### config.mk
export PLATFORM = sky130hd
export DESIGN_NAME = rlnr_core
export DESIGN_NICKNAME = d
export VERILOG_FILES = /design/src/include/rlnr_pkg.sv /design/src/hw/rlnr_rotate.sv /design/src/hw/rlnr_core.sv
export SDC_FILE = /design/constraint.sdc
export NUM_CORES = 1
export LEC_CHECK = 0
export ABC_AREA = 1
export BUFFER_PORTS_ARGS = -buffer_cell sky130_fd_sc_hd__buf_2
export CELL_PAD_IN_SITES_DETAIL_PLACEMENT = 1
export CELL_PAD_IN_SITES_GLOBAL_PLACEMENT = 2
export CORE_ASPECT_RATIO = 0.75
export CORE_MARGIN = 3
export CORE_UTILIZATION = 28
export DETAILED_ROUTE_END_ITERATION = 12
export PLACE_DENSITY = 0.91
export SYNTH_ARGS = -nofsm -noshare
export SYNTH_HDL_FRONTEND = slang
export SYNTH_HIERARCHICAL = 1
export SYNTH_SLANG_ARGS = --single-unit
export TNS_END_PERCENT = 5
### constraint.sdc
create_clock -name clk -period 3.11 [get_ports clk]
set_input_delay 0.311 -clock clk [delete_from_list [all_inputs] [get_ports clk]]
set_output_delay 0.311 -clock clk [all_outputs]
set_load 0.01 [all_outputs]
### src/include/rlnr_pkg.sv
// constants for the nmi-return / rotate-left-through-carry execution block
// assumes an 8-bit data path, 16-bit addresses and a byte-wide flag register
package rlnr_pkg;
    // instruction bytes
    localparam logic [7:0] BIT_PFX = 8'hCB;     // bit-operation prefix
    localparam logic [7:0] IDX_PFX_A = 8'hDD;   // index prefix, first_index_reg
    localparam logic [7:0] IDX_PFX_B = 8'hFD;   // index prefix, second_index_reg
    localparam logic [7:0] EXT_PFX = 8'hED;     // extended prefix
    localparam logic [7:0] NMI_RET_OP = 8'h45;  // nmi_return_op second byte
    localparam logic [4:0] ROT_GRP = 5'h02;     // upper fields 00 010
    localparam logic [2:0] MEM_FIELD = 3'h6;    // operand field 110 = memory
    // stack handling
    localparam logic [15:0] SP_STEP = 16'h0002; // stack grows back by one word
    localparam int MSW_LOW_W = 8;               // master_status_word bits 0-7
    // flag positions
    localparam int FLG_C = 0;
    localparam int FLG_N = 1;
    localparam int FLG_PV = 2;
    localparam int FLG_H = 4;
    localparam int FLG_Z = 6;
    localparam int FLG_S = 7;
    // reset values
    localparam logic [7:0] FLAGS_RST = 8'h00;
    localparam logic [15:0] WORD_RST = 16'h0000;
    // decoder / sequencer states, one-hot
    typedef enum logic [9:0] {
        ST_IDLE = 10'h001,
        ST_EXT = 10'h002,
        ST_BIT = 10'h004,
        ST_IDX = 10'h008,
        ST_IDX_BIT = 10'h010,
        ST_IDX_OP = 10'h020,
        ST_REG_RD = 10'h040,
        ST_MEM_RD = 10'h080,
        ST_MEM_WR = 10'h100,
        ST_STACK = 10'h200
    } rlnr_state_t;
endpackage : rlnr_pkg

### src/hw/rlnr_rotate.sv
// combinational rotate-left-through-carry with its flag results
// assumes the caller registers the outputs
`timescale 1ns/1ns
module rlnr_rotate (
    input wire logic [7:0] operand,
    input wire logic [7:0] flags_old,
    output logic [7:0] result,
    output logic [7:0] flags_new
);
    // old carry enters bit 0, old bit 7 leaves into carry
    always_comb begin
        result = {operand[6:0], flags_old[rlnr_pkg::FLG_C]};
        flags_new = flags_old; // undocumented bits 3 and 5 left alone
        flags_new[rlnr_pkg::FLG_S] = result[7];
        flags_new[rlnr_pkg::FLG_Z] = (result == 8'h00);
        flags_new[rlnr_pkg::FLG_H] = 1'b0;
        flags_new[rlnr_pkg::FLG_PV] = ~^result;
        flags_new[rlnr_pkg::FLG_N] = 1'b0;
        flags_new[rlnr_pkg::FLG_C] = operand[7];
    end
endmodule : rlnr_rotate

### src/hw/rlnr_core.sv
// Overview of operation
// - nmi return pops pc, sp plus two
// - nmi return restores master status bits 0-7
// - rotate left, carry into bit 0
// - zero flag from result; half, subtract cleared
// - parity flag set on even one count
// - carry takes the old bit 7
// - bit prefix plus 00 010 r; 110 is memory
// - index prefix, bit prefix, displacement, opcode
//
// execution slice: byte decoder plus sequencer for the two instructions
// assumes register file answers reg_rd_data in the same cycle that reg_sel_q takes its new value,
// and memory holds mem_rdata valid with mem_ack
`timescale 1ns/1ns
module rlnr_core #(
    parameter int ADDR_W = 16
) (
    input wire logic clk,
    input wire logic reset_n,
    input wire logic clk_en,
    input wire logic ins_valid,
    input wire logic [7:0] ins_byte,
    output logic ins_ready_q,
    input wire logic [7:0] flags_in,
    input wire logic [7:0] reg_rd_data,
    input wire logic [15:0] stack_ptr_in,
    input wire logic [15:0] pointer_pair,
    input wire logic [15:0] first_index_reg,
    input wire logic [15:0] second_index_reg,
    input wire logic [7:0] saved_interrupt_mask_copy,
    input wire logic mem_ack,
    input wire logic [15:0] mem_rdata,
    output logic mem_req_q,
    output logic mem_we_q,
    output logic mem_word_q,
    output logic [15:0] mem_addr_q,
    output logic [7:0] mem_wdata_q,
    output logic [2:0] reg_sel_q,
    output logic reg_we_q,
    output logic [7:0] reg_wdata_q,
    output logic flags_we_q,
    output logic [7:0] flags_q,
    output logic pc_load_q,
    output logic [15:0] pc_q,
    output logic sp_load_q,
    output logic [15:0] sp_q,
    output logic msw_load_q,
    output logic [7:0] master_status_word_q
);
    // the slice only knows 16-bit addressing
    if (ADDR_W != 16) begin : g_bad_width
        $error("rlnr_core: ADDR_W must be 16");
    end

    rlnr_pkg::rlnr_state_t state_q; // sequencer state
    logic take; // a byte is accepted this cycle
    logic idx_b_q; // index prefix chose second_index_reg
    logic [7:0] disp_q; // short-index displacement
    logic [7:0] operand; // value fed to the rotator
    logic [7:0] rot_res; // rotator result
    logic [7:0] rot_flags; // rotator flags
    logic [15:0] idx_base; // chosen index register
    logic [15:0] idx_addr; // index plus signed displacement
    logic [7:0] res_q; // last rotate result, also checked

    assign take = clk_en && ins_valid && ins_ready_q;
    assign operand = state_q[6] ? reg_rd_data : mem_rdata[7:0];
    assign idx_base = idx_b_q ? second_index_reg : first_index_reg;
    assign idx_addr = 16'(idx_base + {{8{disp_q[7]}}, disp_q});

    rlnr_rotate u_rot (
        .operand(operand),
        .flags_old(flags_in),
        .result(rot_res),
        .flags_new(rot_flags)
    );

    // decoder and sequencer
    always_ff @(posedge clk or negedge reset_n) begin
        if (!reset_n) begin
            state_q <= rlnr_pkg::ST_IDLE;
            idx_b_q <= 1'b0;
            disp_q <= 8'h00;
            reg_sel_q <= 3'h0;
            mem_addr_q <= rlnr_pkg::WORD_RST;
            mem_word_q <= 1'b0;
        end else if (clk_en) begin
            case (state_q)
                rlnr_pkg::ST_IDLE: begin
                    if (take) begin
                        if (ins_byte == rlnr_pkg::BIT_PFX) begin
                            state_q <= rlnr_pkg::ST_BIT;
                        end else if (ins_byte == rlnr_pkg::EXT_PFX) begin
                            state_q <= rlnr_pkg::ST_EXT;
                        end else if (ins_byte == rlnr_pkg::IDX_PFX_A ||
                                     ins_byte == rlnr_pkg::IDX_PFX_B) begin
                            idx_b_q <= ins_byte[5];
                            state_q <= rlnr_pkg::ST_IDX;
                        end
                    end
                end
                rlnr_pkg::ST_EXT: begin
                    if (take) begin
                        // other extended opcodes belong to other slices
                        if (ins_byte == rlnr_pkg::NMI_RET_OP) begin
                            mem_addr_q <= stack_ptr_in;
                            mem_word_q <= 1'b1;
                            state_q <= rlnr_pkg::ST_STACK;
                        end else begin
                            state_q <= rlnr_pkg::ST_IDLE;
                        end
                    end
                end
                rlnr_pkg::ST_BIT: begin
                    if (take) begin
                        mem_word_q <= 1'b0;
                        if (ins_byte[7:3] != rlnr_pkg::ROT_GRP) begin
                            state_q <= rlnr_pkg::ST_IDLE;
                        end else if (ins_byte[2:0] == rlnr_pkg::MEM_FIELD) begin
                            mem_addr_q <= pointer_pair;
                            state_q <= rlnr_pkg::ST_MEM_RD;
                        end else begin
                            reg_sel_q <= ins_byte[2:0];
                            state_q <= rlnr_pkg::ST_REG_RD;
                        end
                    end
                end
                rlnr_pkg::ST_IDX: begin
                    if (take) begin
                        state_q <= (ins_byte == rlnr_pkg::BIT_PFX) ?
                            rlnr_pkg::ST_IDX_BIT : rlnr_pkg::ST_IDLE;
                    end
                end
                rlnr_pkg::ST_IDX_BIT: begin
                    if (take) begin
                        disp_q <= ins_byte;
                        state_q <= rlnr_pkg::ST_IDX_OP;
                    end
                end
                rlnr_pkg::ST_IDX_OP: begin
                    if (take) begin
                        // only the memory field is legal in this form
                        if (ins_byte == {rlnr_pkg::ROT_GRP, rlnr_pkg::MEM_FIELD}) begin
                            mem_addr_q <= idx_addr;
                            mem_word_q <= 1'b0;
                            state_q <= rlnr_pkg::ST_MEM_RD;
                        end else begin
                            state_q <= rlnr_pkg::ST_IDLE;
                        end
                    end
                end
                rlnr_pkg::ST_REG_RD: begin
                    state_q <= rlnr_pkg::ST_IDLE;
                end
                rlnr_pkg::ST_MEM_RD: begin
                    if (mem_ack) begin
                        state_q <= rlnr_pkg::ST_MEM_WR;
                    end
                end
                rlnr_pkg::ST_MEM_WR, rlnr_pkg::ST_STACK: begin
                    if (mem_ack) begin
                        state_q <= rlnr_pkg::ST_IDLE;
                    end
                end
                default: begin
                    state_q <= rlnr_pkg::ST_IDLE;
                end
            endcase
        end
    end

    // byte acceptance and memory strobes follow the next state
    always_ff @(posedge clk or negedge reset_n) begin
        if (!reset_n) begin
            ins_ready_q <= 1'b0;
            mem_req_q <= 1'b0;
            mem_we_q <= 1'b0;
        end else if (clk_en) begin
            ins_ready_q <= 1'b0;
            mem_req_q <= 1'b0;
            mem_we_q <= 1'b0;
            case (state_q)
                rlnr_pkg::ST_IDLE, rlnr_pkg::ST_EXT, rlnr_pkg::ST_BIT,
                rlnr_pkg::ST_IDX, rlnr_pkg::ST_IDX_BIT, rlnr_pkg::ST_IDX_OP: begin
                    // stop taking bytes once an operand access starts
                    ins_ready_q <= !(take && (ins_byte[2:0] == rlnr_pkg::MEM_FIELD
                        || state_q == rlnr_pkg::ST_BIT
                        || ins_byte == rlnr_pkg::NMI_RET_OP)
                        && (state_q == rlnr_pkg::ST_BIT || state_q == rlnr_pkg::ST_EXT
                        || state_q == rlnr_pkg::ST_IDX_OP));
                    mem_req_q <= take && ((state_q == rlnr_pkg::ST_BIT
                        && ins_byte == {rlnr_pkg::ROT_GRP, rlnr_pkg::MEM_FIELD})
                        || (state_q == rlnr_pkg::ST_IDX_OP
                        && ins_byte == {rlnr_pkg::ROT_GRP, rlnr_pkg::MEM_FIELD})
                        || (state_q == rlnr_pkg::ST_EXT
                        && ins_byte == rlnr_pkg::NMI_RET_OP));
                end
                rlnr_pkg::ST_MEM_RD: begin
                    mem_req_q <= 1'b1; // read, then the write-back
                    mem_we_q <= mem_ack;
                end
                rlnr_pkg::ST_MEM_WR, rlnr_pkg::ST_STACK: begin
                    mem_req_q <= !mem_ack;
                    mem_we_q <= !mem_ack && state_q == rlnr_pkg::ST_MEM_WR;
                    ins_ready_q <= mem_ack;
                end
                rlnr_pkg::ST_REG_RD: begin
                    ins_ready_q <= 1'b1;
                end
                default: begin
                    ins_ready_q <= 1'b0;
                end
            endcase
        end
    end

    // rotate results: register write-back, memory write data and flags
    always_ff @(posedge clk or negedge reset_n) begin
        if (!reset_n) begin
            reg_we_q <= 1'b0;
            reg_wdata_q <= 8'h00;
            mem_wdata_q <= 8'h00;
            flags_we_q <= 1'b0;
            flags_q <= rlnr_pkg::FLAGS_RST;
            res_q <= 8'h00;
        end else if (clk_en) begin
            reg_we_q <= 1'b0;
            flags_we_q <= 1'b0;
            if (state_q == rlnr_pkg::ST_REG_RD ||
                (state_q == rlnr_pkg::ST_MEM_RD && mem_ack)) begin
                reg_we_q <= state_q == rlnr_pkg::ST_REG_RD;
                reg_wdata_q <= rot_res;
                mem_wdata_q <= rot_res;
                res_q <= rot_res;
                flags_we_q <= 1'b1;
                flags_q <= rot_flags;
            end
        end
    end

    // nmi return: pc from the stack word, sp advanced, masks restored
    always_ff @(posedge clk or negedge reset_n) begin
        if (!reset_n) begin
            pc_load_q <= 1'b0;
            pc_q <= rlnr_pkg::WORD_RST;
            sp_load_q <= 1'b0;
            sp_q <= rlnr_pkg::WORD_RST;
            msw_load_q <= 1'b0;
            master_status_word_q <= 8'h00;
        end else if (clk_en) begin
            pc_load_q <= 1'b0;
            sp_load_q <= 1'b0;
            msw_load_q <= 1'b0;
            if (state_q == rlnr_pkg::ST_STACK && mem_ack) begin
                pc_load_q <= 1'b1;
                pc_q <= mem_rdata;
                sp_load_q <= 1'b1;
                sp_q <= 16'(mem_addr_q + rlnr_pkg::SP_STEP);
                msw_load_q <= 1'b1;
                master_status_word_q <= saved_interrupt_mask_copy;
            end
        end
    end

    chk_pc_from_stack: assert property (@(posedge clk) disable iff (!reset_n)
        clk_en && state_q == rlnr_pkg::ST_STACK && mem_ack |=>
            pc_load_q && pc_q == $past(mem_rdata))
        else $error("pc not loaded from stack word");
    chk_sp_plus_two: assert property (@(posedge clk) disable iff (!reset_n)
        pc_load_q |-> sp_load_q && sp_q == 16'($past(mem_addr_q) + 16'h0002))
        else $error("stack pointer not advanced by two");
    chk_mask_restore: assert property (@(posedge clk) disable iff (!reset_n)
        $rose(msw_load_q) |-> master_status_word_q == $past(saved_interrupt_mask_copy))
        else $error("interrupt masks not restored");
    chk_rotate_value: assert property (@(posedge clk) disable iff (!reset_n)
        reg_we_q |-> reg_wdata_q == {$past(reg_rd_data[6:0]), $past(flags_in[0])})
        else $error("rotate result wrong");
    chk_zero_hn_flags: assert property (@(posedge clk) disable iff (!reset_n)
        flags_we_q |-> flags_q[6] == (res_q == 8'h00) && !flags_q[4] && !flags_q[1])
        else $error("zero, half or subtract flag wrong");
    chk_parity_flag: assert property (@(posedge clk) disable iff (!reset_n)
        flags_we_q |-> flags_q[2] == ~^res_q)
        else $error("parity flag wrong");
    chk_carry_out: assert property (@(posedge clk) disable iff (!reset_n)
        reg_we_q |-> flags_we_q && flags_q[0] == $past(reg_rd_data[7]))
        else $error("carry not old bit 7");
    chk_reg_decode: assert property (@(posedge clk) disable iff (!reset_n)
        take && state_q == rlnr_pkg::ST_BIT && ins_byte == 8'h12 |=>
            state_q == rlnr_pkg::ST_REG_RD ##1 reg_we_q && reg_sel_q == 3'h2)
        else $error("register form not decoded");
    chk_index_addr: assert property (@(posedge clk) disable iff (!reset_n)
        take && state_q == rlnr_pkg::ST_IDX_OP && ins_byte == 8'h16 |=>
            mem_req_q && !mem_we_q && mem_addr_q == $past(idx_addr))
        else $error("indexed operand address wrong");
    chk_sign_flag: assert property (@(posedge clk) disable iff (!reset_n)
        flags_we_q |-> flags_q[7] == res_q[7])
        else $error("sign flag not result bit 7");
endmodule : rlnr_core

Yosys cells after proc, flatten, opt, wreduce, memory -nomap -nowiden
Index checks and enable logic that the tools add are counted.
- input bits: 117
- word-level logic and storage cells: 127
- output and inout bits: 92
- register bits: 99
- bitwise logic cells: 4
- equal/unequal tests: 31
- muxes and demuxes: 39
- $add $sub $neg: 2
- reduce and logical (&&, ||, !) cells: 34
- operators by type and width (kind ; count):
    $mux 16 ; 8
    $mux 10 ; 12
    $pmux 10 s8 ; 1
    $pmux 16 s3 ; 1
    $eq 8x8->1 const B ; 4
    $mux 8 ; 4
    $ne 2x2->1 const B ; 12
    $add 16x16->16 ; 1
    $add 16x2->16 const B ; 1
    $logic_and 1x1->1 ; 11
    $eq 10x1->1 const B ; 1
    $eq 10x10->1 const B ; 1
    $eq 10x2->1 const B ; 1
    $eq 10x3->1 const B ; 1
    $eq 10x4->1 const B ; 1
    $eq 10x5->1 const B ; 1
    $eq 10x6->1 const B ; 1
    $eq 10x7->1 const B ; 1
    $eq 10x8->1 const B ; 1
    $eq 10x9->1 const B ; 1
    $reduce_and 10->1 ; 1
    $pmux 1 s3 ; 3
    $reduce_and 9->1 ; 1
    $eq 8x5->1 const B ; 1
    20 further kinds ; 39

Depth between registers and ports, before layout
Gate-level depths: netlist of run 1.
- word-level depth: 7
- mapped depth: 17

By module
Netlist of run 1, hierarchy kept.
- modules (own cells, without submodules) (module ; instances ; cells each ; area an instance (um^2)):
    rlnr_core ; 1 ; 968 ; 6630.1
    rlnr_rotate ; 1 ; 49 ; 271.5

Worst setup path after synthesis of run 1
No wires, ideal clock.
- path kind: reg-to-reg
- start point: register idx_b_q
- end point: register mem_addr_q[14]
- cell stages (with the launch flop): 15
- data arrival time: 2.380 ns
- data required time: 2.991 ns
- clock period less this slack: 2.499 ns
- setup slack: 0.611 ns
- path through: dfrtp_1 -> clkbuf_1 -> clkbuf_1 -> mux2_2 -> ha_1 -> nand2_1 -> nor2_1 -> and2_1 -> nand2_1 -> nand2_1 -> nand2_1 -> nand2_1 -> nor2_1 -> nor2_1 -> nor2_1
- word-level cells in the longest chain between the ends: 5
- ends and longest elaborated chain (element ; line ; source):
    start: declaration ; rlnr_core.sv:57 ; logic idx_b_q;
    start signal: assignment ; rlnr_core.sv:97 ; idx_b_q <= ins_byte[5];
    $mux 16 ; rlnr_core.sv:68 ; assign idx_base = idx_b_q ? second_index_reg : first_index_reg;
    $add 16x16->16 ; rlnr_core.sv:69 ; assign idx_addr = 16'(idx_base + {{8{disp_q[7]}}, disp_q});
    $mux 16 ; rlnr_core.sv:143 ; if (ins_byte == {rlnr_pkg::ROT_GRP, rlnr_pkg::MEM_FIELD}) begin
    $mux 16 ; rlnr_core.sv:141 ; if (take) begin
    $pmux 16 s3 ; rlnr_core.sv:88 ; case (state_q)
    end signal: assignment ; rlnr_core.sv:85 ; mem_addr_q <= rlnr_pkg::WORD_RST;
    end signal: assignment ; rlnr_core.sv:106 ; mem_addr_q <= stack_ptr_in;
    end signal: assignment ; rlnr_core.sv:144 ; mem_addr_q <= idx_addr;
    end: declaration ; rlnr_core.sv:36 ; output logic [15:0] mem_addr_q,
No other way between the ends. The select of a mux whose other input is x is not followed.
A chain may end at the register's enable or synchronous reset.

Worst setup path in the final report of run 1
- start point: register idx_b_q
- end point: register mem_addr_q[15]
Same word-level chain as after synthesis.

==> results of run 1 <==
-- through the flow --
step           utilization [%]  hold WS, ns  setup WS, ns
4_1_cts                  34.82       0.1363        0.4073
3_5_place_dp             33.59       0.3649        0.4328
5_1_grt                  34.82       0.1493        0.1716
6_report                 34.82       0.1492        0.4736
2_1_floorplan                -      0.01541        0.6109
3_3_place_gp             33.59       0.3800        0.4846
-- cells in the mapped netlist, drive strengths merged --
library cell,number
clkinv,1
o21ai,53
dfrtp,100
conb,1
o211ai,4
fa,1
o31ai,1
nand2,392
xnor2,5
clkbuf,7
nand3b,2
o21a,1
xor2,6
or2,2
nand4,16
nor2,94
inv,117
nor3,11
mux2,15
a21oi,23
and2,4
ha,20
dfstp,1
nand3,98
o21bai,1
buf,41
-- metal layers --
| metal | track usage (%) | wire [um] | vias up |
|---|---|---|---|
| li1 | - | - | 3541 |
| met1 | 24.02 | 11020 | 3325 |
| met2 | 27.70 | 10410 | 163 |
| met3 | 3.176 | 1069 | 17 |
| met4 | 3.459 | 225 | 2 |
| met5 | 0 | 13 | - |
-- worst min path at each step --
stage                                            start                       to  slack [ns]
after floorplan                                reset_n                disp_q[0]        0.02
after global placement                         reset_n               flags_q[4]        0.38
after detailed placement                       reset_n               flags_q[4]        0.36
after CTS                 saved_interrupt_mask_copy[1]  master_status_word_q[1]        0.14
after global routing      saved_interrupt_mask_copy[7]  master_status_word_q[7]        0.15
final                     saved_interrupt_mask_copy[1]  master_status_word_q[1]        0.15
-- state kept, by name, indices dropped and copies added, names as in the netlist --
name                  count
mem_req_q                 1
state_q                  10
ins_ready_q               1
idx_b_q                   1
flags_q                   8
flags_we_q                1
msw_load_q                1
disp_q                    8
reg_sel_q                 3
mem_addr_q               16
reg_we_q                  1
mem_we_q                  1
reg_wdata_q               8
mem_word_q                1
master_status_word_q      8
sp_q                     16
pc_q                     16
-- where the power goes --
group	switching [uW]	total (uW)	leakage (uW)	internal, uW
clock network	549	1120	0.000130	575
logic	561	894	0.00337	333
registers	114	1540	0.00136	1420
-- kinds of logic (layout without fill, tap and decap cells) --
group | Yosys count | count (layout) | synth area share, %
AO/OA/AOI/OAI | 83 | 83 | 6.382
XOR/XNOR | 11 | 11 | 1.396
adder cells (fa/ha/maj) | 21 | 21 | 3.916
buffers and inverters | 166 | 348 | 11.11
flip-flops | 101 | 101 | 36.64
multiplexers | 15 | 15 | 2.447
other | 1 | 2 | 0.05434
AND/OR/NAND/NOR | 619 | 619 | 38.05
-- tightest hold or removal path: stages --
cell	delay, ns
buf_2	0.07
nand2_1	0.04
nand2_1	0.05
-- final cells by class --
type                    count  area [um^2]
fillers                  3154        15710
multi-input cells         751         3610
flip-flops and latches    101         2529
repair buffers            214         1104
inverters                 118        447.9
well taps                 331        414.1
clock buffers              11        242.7
clock inverters             5        42.54
==> flow_summary.yaml, run 1 <==
run_status:
  outcome: "finished, final reports clean"
detailed_routing:
  viasPerCell: 4.604
  postRouteWirelength_mm: 22.75
  drc: 0
  wire_per_inst_um: 14.86
  num_vias: 7048
  drt_iter0_drc: 313
  ant_nets: 0
  firstDrtPassIters: 4
worst_setup_path:
  critical_path_class: "flip-flop to flip-flop"
  arrival_ns: 2.92
  cp_top_family: "simple AND/OR/NAND/NOR gates"
  cp-start-kind: "flip-flop"
  critPathMaxFanout: 14
  r2r_start: "idx_b_q"
  cp_num_buf_inv: 1
  critPathMostFrequentCell: "nor2_1"
  cp_cell_sequence: "buf_4, mux2_2, ha_1, nand2_1, nor2_1, and2_1, nand2_1, nand3_1, nand2_1, nor2_1, nor2_1, nor2_1"
  crit_end: "mem_addr_q[15]"
  critical_path_depth: 12
  slowest_stage: "dfrtp_1"
  rr_endpoint: "mem_addr_q[15]"
  slowest_delay_ns: 0.64
  end_kind: "flip-flop"
  r2r_setup_slack_ns: 0.47
  ff2ff_path_depth: 12
  crit_start: "idx_b_q"
  cp.required_ns: 3.39
floorplanning:
  start_util_pct: 28.64
  io_pins: 209
  dieArea_mm2: 0.02659
  num_rows: 49
  fp.dieW_um: 187.3
  die_y_um: 142.0
  core-area_mm2: 0.02409
sta:
  period_minus_slack_ns: 2.636
  fmax_ghz: 0.3793
  fin_skew_ns: 0.01328
  max-slew-margin-rel_pct: 39.19
  rsz0062_at_grt: "false"
  timing.final.crit_share_pct: 84.77
  hold_viol: 0
  worst_slew_pin_slew_ns: 0.9108
  fin_setup_tns_ns: 0
  setup_violations: 0
  slew_violations: 0
layout:
  final_cells: 1531
  final_area_mm2: 0.008389
  layout_common_cells: "387 x nand2_1, 202 x buf_2, 112 x inv_1"
  final_nets: 1333
  final_common_cell: "nand2_1"
  area_delta_synth_final_pct: 21.56
  drive_above_1_share_pct: 22.67
  antenna_cells: 0
synthesis:
  synth.yosys.seq_area_share_pct: 36.64
  yosys-top-cells-area: "dfrtp_1 36%, nand2_1 21%, nand3_1 6.7%"
  syn_area_per_cell_um2: 6.786
  synth_top_cell_by_area: "dfrtp_1"
  ys_ff_latch: 101
  syn-cell-area_mm2: 0.006902
  ys_warn_count: 6
  syn_inst: 1017
  synth_top_area_share_pct: 36.26
  synth_cell_type_count: 39
global_routing:
  track_usage_pct: 17.09
  antenna_found_initial: 1
  grt-ovfl-total: 0
  grt_pass1_vias: 6960
  grt_pass1_wl_mm: 36.94
  grt_max_degree: 57
cts:
  cts_buffer_depth: 2
  cts_tree: "yes"
  h-tree-depth: 3
  root_buffer: "clkbuf_16"
  holdBufCountCts: 1
  cts.sinks: 101
  post_cts_resized: 0
  cts_setup_buffers: 0
  path_clk_slew_ns: 0.08
  clk_latency_ns: 0.36
  cts-buffers-inserted: 9
pwr:
  p_leak_uw: 0.004860
  powerDensity_mw_per_mm2: 423.7
  p_total_uw: 3554
  ir_drop_uv: 291.8
placement:
  port_buffers: 203
  gp_congestion: 0.8214
  dp_cells: 1514
  hpwl_mm: 18.17
  dpl_cell_area_mm2: 0.008094
run:
  cap_viol_max_count: 0
hold_path:
  hp-class: "primary input to flip-flop"
  hold_depth: 3
(Power assumes the default switching activity.)
==> inputs of run 2 (changes only) <==
==> constraint.sdc (replaced) <==
create_clock -name clk -period 2.7 [get_ports clk]
set_input_delay 0.27 -clock clk [delete_from_list [all_inputs] [get_ports clk]]
set_output_delay 0.27 -clock clk [all_outputs]
set_load 0.01 [all_outputs]
==> run 2 against run 1 <==
  * Routed wire length decreased by 0.32%
  * Core utilization is essentially flat
  * Via count decreased by 0.71%
  * Register-to-register slack lost 0.14 ns
  * Highest routed layer unchanged
==> flow_summary.yaml, run 2 (same netlist as run 1, synthesis figures left out) <==
floorplanning:
  dieArea_mm2: 0.02659
  num_rows: 49
  start_util_pct: 28.64
  die_y_um: 142.0
  io_pins: 209
  fp.dieW_um: 187.3
  core-area_mm2: 0.02409
pwr:
  p_sw_share_pct: 34.86
  internal-power_uw: 2656
  switchingPower_uw: 1422
  p_total_uw: 4078
  ir_drop_uv: 282.4
  powerDensity_mw_per_mm2: 486.0
  power_frac_clock_pct: 31.1
  seqPwrFrac_pct: 43.4
  p_leak_uw: 0.004861
  combPwrFrac_pct: 25.5
global_routing:
  grt_max_degree: 79
  track_usage_pct: 17.15
  antenna_found_initial: 1
  grt-ovfl-total: 0
  grt_pass1_vias: 7158
  grt_pass1_wl_mm: 36.97
worst_setup_path:
  cp-start-kind: "flip-flop"
  end_kind: "flip-flop"
  critPathMaxFanout: 19
  cp.required_ns: 2.94
  arrival_ns: 2.61
  critical_path_class: "flip-flop to flip-flop"
sta:
  rsz0062_at_grt: "false"
  timing.final.crit_share_pct: 87.59
  slew_violations: 0
  fin_setup_tns_ns: 0
  hold_viol: 0
  period_minus_slack_ns: 2.365
  max-slew-margin-rel_pct: 40.13
  fmax_ghz: 0.4228
  setup_violations: 0
  worst_slew_pin_slew_ns: 0.8967
  fin_skew_ns: 0.01245
detailed_routing:
  firstDrtPassIters: 4
  drc: 0
  ant_nets: 0
  wire_per_inst_um: 14.83
  viasPerCell: 4.577
  drt_iter0_drc: 391
  num_vias: 6998
  postRouteWirelength_mm: 22.67
layout:
  n_fill_cell: 3132
  drive_above_1_share_pct: 22.54
  seq_area_mm2: 0.002529
  layout_common_cells: "387 x nand2_1, 202 x buf_2, 112 x inv_1"
  antenna_cells: 0
  multiInputGateArea_mm2: 0.003610
  final_nets: 1331
  area_delta_synth_final_pct: 21.57
  largest_registers: "mem_addr_q x16, pc_q x16, sp_q x16"
  final_common_cell: "nand2_1"
cts:
  h-tree-depth: 3
  cts.sinks: 101
  holdBufCountCts: 1
  path_clk_slew_ns: 0.08
  cts_setup_buffers: 0
  cts-buffers-inserted: 9
  post_cts_resized: 0
  cts_tree: "yes"
  cts_buffer_depth: 2
  clk_latency_ns: 0.36
  root_buffer: "clkbuf_16"
run:
  cap_viol_max_count: 0
placement:
  hpwl_mm: 18.01
  port_buffers: 203
  gp_congestion: 0.8267
run_status:
  outcome: "finished, final reports clean"
hold_path:
  hp-class: "primary input to flip-flop"
-- run 2: changes by cell type in the layout (fill, tap and decap cells not counted) --
cell and change:
buf_12 +2, buf_4 -4, clkbuf_8 -1, clkinv_2 +1, clkinv_4 +3, clkinvlp_4 -2
inv_8 -1
-- run 2: path summary, 6_finish.rpt --
| path | slack [ns] | end | from | cells past startpoint |
|---|---|---|---|---|
| setup / recovery | 0.34 | mem_addr_q[12] | idx_b_q | 15 |
| hold / removal | 0.11 | master_status_word_q[2] | saved_interrupt_mask_copy[2] | 3 |
| setup reg to reg | 0.34 | mem_addr_q[12] | idx_b_q | 15 |
| hold reg to reg | 0.47 | sp_q[0] | sp_q[0] | 2 |
| max in group asynchronous | 1.57 | sp_q[5] | reset_n | 3 |
| min in group asynchronous | 0.37 | flags_q[0] | reset_n | 2 |
-- run 2: routing by layer --
layer / track usage [%] / part of all wire, %
met5: 0 / 0.057
met1: 23.71 / 49
met4: 3.221 / 0.88
met2: 28.20 / 46
met3: 3.447 / 4.5
-- run 2: critical path, stage by stage, from the launching register on --
cell     delay (ns)
dfrtp_1        0.40
buf_12         0.16
mux2_2         0.22
ha_1           0.21
inv_1          0.07
fa_1           0.39
inv_1          0.12
nand3_1        0.08
nand3_1        0.11
nand3_1        0.13
nand3_1        0.10
nand2_1        0.05
inv_1          0.05
nor2_1         0.04
nor2_1         0.09
nor2_1         0.04
-- run 2: area by class of cell --
class	count	area share, %
Sequential cell	101	30.14
Multi-Input combinational cell	751	43.02
Tap cell	331	4.936
Clock inverter	6	0.5667
Inverter	118	5.339
Clock buffer	10	2.729
Timing Repair Buffer	212	13.27
-- run 2: metrics by stage --
stage	setup slack [ns]	instance area, um^2	hold slack (ns)	cells	util [%]
2_1_floorplan	0.2009	6905	-0.02559	1018	-
3_3_place_gp	0.3231	8104	0.2184	1512	33.63
3_5_place_dp	0.3231	8104	0.2129	1512	33.63
4_1_cts	0.3041	8391	0.09382	1529	34.82
5_1_grt	0.04636	8391	0.09817	1529	34.82
6_report	0.3350	8391	0.1112	1529	34.82
-- run 2: power groups by stage --
stage | Sequential [uW] | Clock (uW) | Combinational (uW)
after floorplan | 1820 | 0 | 608
after global placement | 1800 | 0 | 1020
after detailed placement | 1800 | 0 | 1040
after CTS | 1770 | 1320 | 1050
after global routing | 1790 | 1390 | 1170
final | 1770 | 1270 | 1040
